$ cat config.mk
export PLATFORM = sky130hd
export DESIGN_NAME = ecb_event_bank
export DESIGN_NICKNAME = d
export VERILOG_FILES = /design/src/rtl/ecb_pkg.sv /design/src/rtl/ecb_edge_if.sv /design/src/rtl/ecb_event_bank.sv /design/src/rtl/ecb_wake_edge.sv
export VERILOG_INCLUDE_DIRS = /design/src /design/src/rtl
export SDC_FILE = /design/constraint.sdc
export NUM_CORES = 1
export LEC_CHECK = 0
export BUFFER_PORTS_ARGS = -buffer_cell sky130_fd_sc_hd__clkbuf_2
export CAP_MARGIN = 20
export CELL_PAD_IN_SITES_DETAIL_PLACEMENT = 0
export CELL_PAD_IN_SITES_GLOBAL_PLACEMENT = 1
export CORE_ASPECT_RATIO = 1.1
export CORE_MARGIN = 1
export CORE_UTILIZATION = 39
export CTS_CLUSTER_DIAMETER = 50
export DETAILED_ROUTE_END_ITERATION = 10
export MAX_ROUTING_LAYER = met4
export PLACE_DENSITY_LB_ADDON = 0.1
export SLEW_MARGIN = 20
export SYNTH_ARGS = -nofsm -noshare
export SYNTH_HDL_FRONTEND = slang
export SYNTH_SLANG_ARGS = --single-unit
$ cat constraint.sdc
create_clock -name core_clk -period 1.9 [get_ports core_clk]
set_input_delay 0 -clock core_clk [delete_from_list [all_inputs] [get_ports core_clk]]
set_output_delay 0 -clock core_clk [all_outputs]
set_load 0.03 [all_outputs]
$ cat src/rtl/ecb_params.svh
`ifndef ECB_PARAMS_SVH
`define ECB_PARAMS_SVH

// Register addresses
`define ECB_ADR_SYS_EN 7'h04
`define ECB_ADR_XCVR_EN 7'h23
`define ECB_ADR_WAKE_EN 7'h4c
`define ECB_ADR_SUMMARY 7'h60
`define ECB_ADR_SYS_FLG 7'h61
`define ECB_ADR_XCVR_FLG 7'h63
`define ECB_ADR_WAKE_FLG 7'h64
`define ECB_ADR_CHIP_ID 7'h7e
// Field positions
`define ECB_SUM_WAKE 3
`define ECB_SUM_XCVR 2
`define ECB_SUM_SYS 0
`define ECB_SYS_PO 4
`define ECB_SYS_OTW 2
`define ECB_SYS_SERIAL_FAIL_FLAG 1
`define ECB_XC_FDE 5
`define ECB_XC_CBS 4
`define ECB_XC_CF 1
`define ECB_XC_CW 0
`define ECB_WK_RISE 1
`define ECB_WK_FALL 0
// Implemented-bit masks and reset values
`define ECB_SYS_MASK 8'h16
`define ECB_XCVR_MASK 8'h33
`define ECB_WAKE_MASK 8'h03
`define ECB_SYS_EN_MASK 8'h06
`define ECB_XCVR_EN_MASK 8'h13
`define ECB_SYS_RST 8'h10
`define ECB_FLG_RST 8'h00
`define ECB_EN_RST 8'h00
`define ECB_MODE_01 2'h1
`endif

$ cat src/rtl/ecb_pkg.sv
package ecb_pkg;
    // Tracks first Normal entry after power-on
    typedef enum logic [1:0] {
        ST_AWAIT_NORMAL = 2'h1,
        ST_NORMAL_SEEN = 2'h2
    } ecb_norm_t;
endpackage

$ cat src/rtl/ecb_edge_if.sv
`timescale 1ns/1ps
interface ecb_edge_if;
    logic rise;
    logic fall;
    modport src (output rise, output fall);
    modport snk (input rise, input fall);
endinterface

$ cat src/rtl/ecb_event_bank.sv
`timescale 1ns/1ps
`include "ecb_params.svh"
module ecb_event_bank #(
    parameter logic IS_FD = 1'b0,
    // Arbitrary identification values
    parameter logic [7:0] CODE_STD = 8'h5a,
    parameter logic [7:0] CODE_FD = 8'h5b
) (
    input wire logic core_clk,
    input wire logic arst_n,
    input wire logic clkEn,
    input wire logic [6:0] regAddr,
    input wire logic [7:0] regWrData,
    input wire logic regWrEn,
    input wire logic regRdEn,
    output logic [7:0] regRdData,
    output logic regRdValid,
    input wire logic wakePin,
    input wire logic overheatEvt,
    input wire logic serialFailEvt,
    input wire logic frameErrEvt,
    input wire logic silenceEvt,
    input wire logic txdClampEvt,
    input wire logic vccUvEvt,
    input wire logic busWakeEvt,
    input wire logic [1:0] bus_mode_select,
    input wire logic modeNormal,
    input wire logic xcvrActive,
    input wire logic canOffline,
    input wire logic uvSleepForce,
    output logic rxdEventN,
    output logic sleepAllowed,
    output logic normal_entered_flag
);
    logic [7:0] sysEn, xcvrEn, wakeEn;
    logic [7:0] sysFlg, xcvrFlg, wakeFlg;
    logic [7:0] next_sysEn, next_xcvrEn, next_wakeEn;
    logic [7:0] next_sysFlg, next_xcvrFlg, next_wakeFlg;
    logic [7:0] sysSet, xcvrSet, wakeSet, summary;
    logic [7:0] next_rdData;
    logic next_rdValid, next_rxdN, next_sleepOk, next_nef;
    ecb_pkg::ecb_norm_t normSt, next_normSt;
    logic anyPending, regularWakeOn;

    ecb_edge_if wakeEdge ();

    ecb_wake_edge u_wake (
        .core_clk(core_clk),
        .arst_n(arst_n),
        .clkEn(clkEn),
        .wakePin(wakePin),
        .edge_o(wakeEdge)
    );

    // Address match, used by write and read decode
    function automatic logic hit(input logic [6:0] a, input logic [6:0] o);
        return a == o;
    endfunction

    // Write-one clear mask for one register
    function automatic logic [7:0] w1c(input logic wr, input logic [6:0] a,
                                       input logic [6:0] o, input logic [7:0] d);
        return (wr && hit(a, o)) ? d : 8'h00;
    endfunction

    // event set vectors, gated by enables except frame error, which is always captured
    always_comb begin
        sysSet = 8'h00;
        xcvrSet = 8'h00;
        wakeSet = 8'h00;
        sysSet[`ECB_SYS_OTW] = overheatEvt && modeNormal && sysEn[`ECB_SYS_OTW];
        sysSet[`ECB_SYS_SERIAL_FAIL_FLAG] = serialFailEvt && sysEn[`ECB_SYS_SERIAL_FAIL_FLAG];
        xcvrSet[`ECB_XC_FDE] = frameErrEvt;
        xcvrSet[`ECB_XC_CBS] = silenceEvt && xcvrEn[`ECB_XC_CBS];
        // CAN fault only in Normal with active transceiver
        xcvrSet[`ECB_XC_CF] = modeNormal && xcvrActive && xcvrEn[`ECB_XC_CF]
            && (txdClampEvt || (vccUvEvt && bus_mode_select == `ECB_MODE_01));
        xcvrSet[`ECB_XC_CW] = busWakeEvt && xcvrEn[`ECB_XC_CW];
        wakeSet[`ECB_WK_RISE] = wakeEdge.rise && wakeEn[`ECB_WK_RISE];
        wakeSet[`ECB_WK_FALL] = wakeEdge.fall && wakeEn[`ECB_WK_FALL];
    end

    // summary follows flags in the same cycle
    always_comb begin
        summary = 8'h00;
        summary[`ECB_SUM_WAKE] = |wakeFlg;
        summary[`ECB_SUM_XCVR] = |xcvrFlg;
        // system group, reserved bits stay zero
        summary[`ECB_SUM_SYS] = |sysFlg;
    end

    assign anyPending = |summary;
    assign regularWakeOn = xcvrEn[`ECB_XC_CW] || wakeEn[`ECB_WK_RISE] || wakeEn[`ECB_WK_FALL];

    // Enable and flag next values
    always_comb begin
        next_sysEn = sysEn;
        next_xcvrEn = xcvrEn;
        next_wakeEn = wakeEn;
        if (regWrEn && hit(regAddr, `ECB_ADR_SYS_EN)) begin
            next_sysEn = regWrData & `ECB_SYS_EN_MASK;
        end
        if (regWrEn && hit(regAddr, `ECB_ADR_XCVR_EN)) begin
            next_xcvrEn = regWrData & `ECB_XCVR_EN_MASK;
        end
        if (regWrEn && hit(regAddr, `ECB_ADR_WAKE_EN)) begin
            next_wakeEn = regWrData & `ECB_WAKE_MASK;
        end
        // clear on written ones, a same-cycle set wins
        next_sysFlg = ((sysFlg & ~w1c(regWrEn, regAddr, `ECB_ADR_SYS_FLG, regWrData))
            | sysSet) & `ECB_SYS_MASK;
        next_xcvrFlg = ((xcvrFlg & ~w1c(regWrEn, regAddr, `ECB_ADR_XCVR_FLG, regWrData))
            | xcvrSet) & `ECB_XCVR_MASK;
        next_wakeFlg = ((wakeFlg & ~w1c(regWrEn, regAddr, `ECB_ADR_WAKE_FLG, regWrData))
            | wakeSet) & `ECB_WAKE_MASK;
        // forced Sleep drops all flags, battery-up included
        if (uvSleepForce) begin
            next_sysFlg = `ECB_FLG_RST;
            next_xcvrFlg = `ECB_FLG_RST;
            next_wakeFlg = `ECB_FLG_RST;
            next_xcvrEn[`ECB_XC_CW] = 1'b1;
            next_wakeEn = `ECB_WAKE_MASK;
        end
    end

    // Read mux and status outputs
    always_comb begin
        next_rdValid = regRdEn;
        next_rdData = regRdData;
        if (regRdEn) begin
            unique case (1'b1)
                hit(regAddr, `ECB_ADR_SYS_EN): next_rdData = sysEn;
                hit(regAddr, `ECB_ADR_XCVR_EN): next_rdData = xcvrEn;
                hit(regAddr, `ECB_ADR_WAKE_EN): next_rdData = wakeEn;
                hit(regAddr, `ECB_ADR_SUMMARY): next_rdData = summary;
                hit(regAddr, `ECB_ADR_SYS_FLG): next_rdData = sysFlg;
                hit(regAddr, `ECB_ADR_XCVR_FLG): next_rdData = xcvrFlg;
                hit(regAddr, `ECB_ADR_WAKE_FLG): next_rdData = wakeFlg;
                hit(regAddr, `ECB_ADR_CHIP_ID): next_rdData = IS_FD ? CODE_FD : CODE_STD;
                default: next_rdData = 8'h00;
            endcase
        end
        // receive output low while offline with pending events
        next_rxdN = !(canOffline && anyPending);
        // Sleep permitted only with a wake source and no flags
        next_sleepOk = regularWakeOn && !anyPending;
    end

    // normal-entered bit cleared on first Normal entry
    always_comb begin
        next_normSt = normSt;
        next_nef = normal_entered_flag;
        unique case (normSt)
            ecb_pkg::ST_AWAIT_NORMAL: begin
                if (modeNormal) begin
                    next_normSt = ecb_pkg::ST_NORMAL_SEEN;
                    next_nef = 1'b0;
                end
            end
            ecb_pkg::ST_NORMAL_SEEN: begin
                next_normSt = normSt;
            end
            default: begin
                next_normSt = ecb_pkg::ST_AWAIT_NORMAL;
            end
        endcase
    end

    // State registers, frozen while clkEn is low
    always_ff @(posedge core_clk or negedge arst_n) begin
        if (!arst_n) begin
            sysEn <= `ECB_EN_RST;
            xcvrEn <= `ECB_EN_RST;
            wakeEn <= `ECB_EN_RST;
            // battery-up set coming out of power-on
            sysFlg <= `ECB_SYS_RST;
            xcvrFlg <= `ECB_FLG_RST;
            wakeFlg <= `ECB_FLG_RST;
            regRdData <= 8'h00;
            regRdValid <= 1'b0;
            rxdEventN <= 1'b1;
            sleepAllowed <= 1'b0;
            normal_entered_flag <= 1'b1;
            normSt <= ecb_pkg::ST_AWAIT_NORMAL;
        end else if (clkEn) begin
            sysEn <= next_sysEn;
            xcvrEn <= next_xcvrEn;
            wakeEn <= next_wakeEn;
            sysFlg <= next_sysFlg;
            xcvrFlg <= next_xcvrFlg;
            wakeFlg <= next_wakeFlg;
            regRdData <= next_rdData;
            regRdValid <= next_rdValid;
            rxdEventN <= next_rxdN;
            sleepAllowed <= next_sleepOk;
            normal_entered_flag <= next_nef;
            normSt <= next_normSt;
        end
    end

    // Checks
    chk_w1c_clear: assert property (@(posedge core_clk) disable iff (!arst_n)
        clkEn && regWrEn && hit(regAddr, `ECB_ADR_WAKE_FLG) && regWrData[0]
        && !wakeSet[0] && !uvSleepForce |=> !wakeFlg[0]) else $error("flag not cleared");
    chk_w0_keep: assert property (@(posedge core_clk) disable iff (!arst_n)
        clkEn && regWrEn && hit(regAddr, `ECB_ADR_SYS_FLG) && regWrData == 8'h00
        && !uvSleepForce |=> sysFlg == $past(sysFlg | sysSet)) else $error("zero write changed flag");
    chk_sum_wake: assert property (@(posedge core_clk) disable iff (!arst_n)
        clkEn && regRdEn && hit(regAddr, `ECB_ADR_SUMMARY)
        |=> regRdData[3] == $past(|wakeFlg)) else $error("summary wake bit wrong");
    chk_sum_xcvr: assert property (@(posedge core_clk) disable iff (!arst_n)
        clkEn && regRdEn && hit(regAddr, `ECB_ADR_SUMMARY)
        |=> regRdData[2] == $past(|xcvrFlg)) else $error("summary xcvr bit wrong");
    chk_sum_rsvd: assert property (@(posedge core_clk) disable iff (!arst_n)
        clkEn && regRdEn && hit(regAddr, `ECB_ADR_SUMMARY)
        |=> regRdData[7:4] == 4'h0 && !regRdData[1] && regRdData[0] == $past(|sysFlg))
        else $error("summary system or reserved bits wrong");
    chk_otw_set: assert property (@(posedge core_clk) disable iff (!arst_n)
        clkEn && overheatEvt && modeNormal && sysEn[2] && !uvSleepForce |=> sysFlg[2])
        else $error("overtemperature not captured");
    chk_serial_fail_flag_off: assert property (@(posedge core_clk) disable iff (!arst_n)
        clkEn && !sysFlg[1] && !sysEn[1] |=> !sysFlg[1]) else $error("disabled serial fail set");
    chk_po_uv: assert property (@(posedge core_clk) disable iff (!arst_n)
        clkEn && uvSleepForce |=> sysFlg == 8'h00 && wakeEn == 8'h03)
        else $error("forced sleep did not clear");
    chk_cf_gate: assert property (@(posedge core_clk) disable iff (!arst_n)
        clkEn && !xcvrFlg[1] && !(modeNormal && xcvrActive) |=> !xcvrFlg[1])
        else $error("CAN fault outside Normal active");
    chk_rxd_low: assert property (@(posedge core_clk) disable iff (!arst_n)
        clkEn && canOffline && anyPending |=> !rxdEventN) else $error("receive line not low");
    chk_id_read: assert property (@(posedge core_clk) disable iff (!arst_n)
        clkEn && regRdEn && hit(regAddr, `ECB_ADR_CHIP_ID)
        |=> regRdValid && regRdData == (IS_FD ? CODE_FD : CODE_STD)) else $error("bad id");
    chk_nef_first: assert property (@(posedge core_clk) disable iff (!arst_n)
        clkEn && normSt == ecb_pkg::ST_AWAIT_NORMAL && modeNormal |=> !normal_entered_flag)
        else $error("normal entry not recorded");
    chk_fde_always: assert property (@(posedge core_clk) disable iff (!arst_n)
        clkEn && frameErrEvt && !uvSleepForce |=> xcvrFlg[5]) else $error("frame error lost");
    chk_rise_cap: assert property (@(posedge core_clk) disable iff (!arst_n)
        clkEn && wakeEdge.rise && wakeEn[1] && !uvSleepForce |=> wakeFlg[1])
        else $error("wake rise not captured");
    chk_sleep_block: assert property (@(posedge core_clk) disable iff (!arst_n)
        clkEn && anyPending |=> !sleepAllowed) else $error("sleep allowed with flags");
endmodule

$ cat src/rtl/ecb_wake_edge.sv
`timescale 1ns/1ps
module ecb_wake_edge (
    input wire logic core_clk,
    input wire logic arst_n,
    input wire logic clkEn,
    input wire logic wakePin,
    ecb_edge_if.src edge_o
);
    logic s1, s2, s3, lvl;
    logic next_s1, next_s2, next_s3, next_lvl, next_rise, next_fall;
    logic rise, fall;

    // Three-stage sync, change accepted when stages two and three agree
    always_comb begin
        next_s1 = wakePin;
        next_s2 = s1;
        next_s3 = s2;
        next_lvl = lvl;
        next_rise = 1'b0;
        next_fall = 1'b0;
        if (s2 == s3 && s3 != lvl) begin
            next_lvl = s3;
            next_rise = s3;
            next_fall = !s3;
        end
    end

    // Registers, frozen while clkEn is low
    always_ff @(posedge core_clk or negedge arst_n) begin
        if (!arst_n) begin
            s1 <= 1'b0;
            s2 <= 1'b0;
            s3 <= 1'b0;
            lvl <= 1'b0;
            rise <= 1'b0;
            fall <= 1'b0;
        end else if (clkEn) begin
            s1 <= next_s1;
            s2 <= next_s2;
            s3 <= next_s3;
            lvl <= next_lvl;
            rise <= next_rise;
            fall <= next_fall;
        end
    end

    // Pulses are one-cycle events
    assign edge_o.rise = rise && clkEn;
    assign edge_o.fall = fall && clkEn;

    chk_edge_excl: assert property (@(posedge core_clk) disable iff (!arst_n)
        !(edge_o.rise && edge_o.fall)) else $error("both wake edges at once");
endmodule

==> run metrics <==
Final Util 51.5%; Max Buffers Root-to-Sink 2; Syn Std Cell Area 1810 um^2; core area 4380 um^2; final WL 4290 um; share of post-route cells with drive strength above 1 between 20% and 30%; Synthesized Nets approximately 220; total CTS buffers 5; Syn Area/Cell 9.64 um^2; root buf cell clkbuf_8; Vias 1603; Pint 0.00128 W; GR Overflow Total 0; Compound-Gate Fraction of Synth Area 17.4%; PwrDens 806 nW/um^2; Tot GR Track Use 20.1%; RSZ-0062 raised after global routing false; diodes inserted 0; Fmax 565 MHz; Clock H-tree levels 2; vias in the first global route 1543; post-synthesis sequential area ratio 48.6%; area of the multi-input gates between 800 and 900 um^2; relative slew slack between 40% and 50%; initial core utilization 41.4%; drt drc 0; largest net degree at the start of global routing 36; CP Cell Sequence or4_4 -> or4b_4 -> nor3_2 -> a21o_1; Synth Flop Type dfrtp_1; Layout Cells excl Fill about 300; register area between 800 and 900 um^2; XOR/XNOR share of the synthesized area 0%; count of final hold-check violations 0; Post-synth ARST share 100%; Area Growth Syn to Fin 24.3%; Net Switching 0.000537 W; initial antenna violation count 0; WP data required 2.12 ns; status complete, no violations; First DRT Iteration DRCs 82; Clock Skew between 0.003 and 0.004 ns; CTS tree yes; I/O pin cnt 46; Logic pwr share 20.3%; delay-heaviest family, CP simple AND/OR/NAND/NOR gates; Yosys warning total 0; chip width 67.0 um; Clock Power Share 27.8%; share of the synthesized area in the top cell type 42.8%; #FFs+latches synth 35; Setup crit start kind flop; routability cong. slightly below 0.9; EDFF count, synth 0; Setup CP Type flop to flop; Fillers 444; Placed Instances 275; Die Ht 73.5 um; FP Rows 25; clock-pin transition on the worst setup and hold timing paths 0.07 ns; switching share of total power 29.6%; largest cells by area after synthesis dfrtp_1, dfstp_2, nand2_1; Synth cell types 45; largest family of logic cells by synthesized area simple AND/OR/NAND/NOR gates; adder-cell share of the synthesized area 0%; Pwr Total about 0.0018 W; share of power burned in registers 51.9%; CP bufs+invs 0; post-route ant nets 0; die area approximately 4900 um^2; Crit-path slowest cell or4_4; Crit. End Element flop; per-cell routed wire length 14.6 um; routed vias/inst 5.45; leading cell type in the layout, fill and taps excluded clkbuf_2; post-cts resize count 0; DP HPWL 3240 um; cell taking the most area after synthesis dfrtp_1; nets between 200 and 300; Synth Instances 188; Slew @ Worst Pin 0.857 ns; CTS Sinks 35; port bufs 41; VDD IR max about 0.63 mV; Final TNS setup 0 ns; r2r setup slk roughly 0.13 ns; Crit path largest cell delay 0.55 ns; 1st-pass router iterations 4; Finish-stage setup viols 0; Hold WC Path Type primary input to flop; final period utilization a little over 90%; leakage between 1 and 1.5 nW; critical path arrival 1.99 ns; max-cap viol count 0; Final Critical Period 1.77 ns; CP max FO 3; clock latency on the worst-skew pair 0.28 ns; most frequent cells in the layout clkbuf_2, dfrtp_1, nand2_1, nor2_1, dlygate4sd3_1; first-pass GRT wire length 7010 um; Post-Synth Simple-Gate Area 23.3%; multiplexer share of the synthesized area 6.49%; Final Max Slew Viols 0
[through the flow]
step | instance area, um^2 | setup WS, ns | hold WS, ns
2_1_floorplan | 1810 | 0.212 | -0.296
3_3_place_gp | 2060 | 0.159 | 0.140
3_5_place_dp | 2060 | 0.137 | 0.165
4_1_cts | 2250 | 0.127 | 0.0275
5_1_grt | 2250 | 0.0880 | 0.0409
6_report | 2250 | 0.129 | 0.0253
[timing repair]
item | CTS | global route
buffers inserted | 0 | 0
hold buffers | 11 | 0
hold endpoints to repair | 42 | 0
[kinds of logic (layout without fill, tap and decap cells)]
group	Yosys count	in the layout
compound gates	48	48
buf+inv	18	70
flops	35	35
mux	11	11
other cells	1	1
simple gates	75	75
[worst reg2reg max path: cells and delay by family (launching register included)]
family | cells | cell delay [ns]
AO/OA/AOI/OAI | 1 | 0.09
AND/OR/NAND/NOR | 3 | 1.22
flip-flops | 1 | 0.41
[metal layers]
| metal | vias up | share of wire, % | GRT usage [%] |
|---|---|---|---|
| li1 | 790 | - | - |
| met2 | 64 | 44 | 30.6 |
| met3 | 10 | 7.9 | 4.50 |
| met1 | 739 | 46 | 25.3 |
| met5 | - | 0 | - |
| met4 | 0 | 2.5 | 8.98 |
[layout make-up]
class	instances	share of cell area [%]
clock inverter	1	0.222
inverter	7	1.17
tap	54	3.00
clock buffer	7	3.39
multi-input combinational	135	38.1
sequential	35	39.1
timing repair buffer	55	15.0
[path summary, 6_finish.rpt]
path                                  from           end  depth (start not counted)
worst max register to register  xcvrFlg[1]  sleepAllowed                          4
min in group asynchronous           arst_n  regRdData[4]                          2
worst min-delay path            modeNormal     sysFlg[2]                          3
worst max-delay path            xcvrFlg[1]  sleepAllowed                          4
max in group asynchronous           arst_n    xcvrFlg[4]                          2
worst min register to register   sysFlg[4]     sysFlg[4]                          2
[power groups by stage]
stage	clock network (W)	registers, W	logic, W
after floorplan	0	0.000976	0.000200
after global placement	0	0.000948	0.000347
after detailed placement	0	0.000957	0.000356
after CTS	0.000519	0.000942	0.000375
after global routing	0.000556	0.000957	0.000416
final	0.000505	0.000942	0.000369
[sequential cells by signal, summed over array words and instances (netlist names), 2 cells and up]
register / cells
wakeEn: 2
xcvrEn: 3
regRdData: 7
normSt: 2
xcvrFlg: 4
sysEn: 2
wakeFlg: 2
sysFlg: 3
[Yosys cell counts (3+ instances only)]
| master | n |
|---|---|
| a31oi_1 | 10 |
| nand4_1 | 8 |
| mux2_2 | 6 |
| inv_1 | 7 |
| a21oi_1 | 9 |
| o21ai_0 | 9 |
| nor2_1 | 17 |
| dfrtp_1 | 31 |
| and2_1 | 5 |
| a21o_1 | 4 |
| and3_1 | 4 |
| clkbuf_1 | 6 |
| nor3_1 | 4 |
| a32oi_1 | 3 |
| mux2i_1 | 5 |
| dfstp_2 | 4 |
| buf_1 | 3 |
| nand2_1 | 20 |
Power figures use the tool's default switching activity.
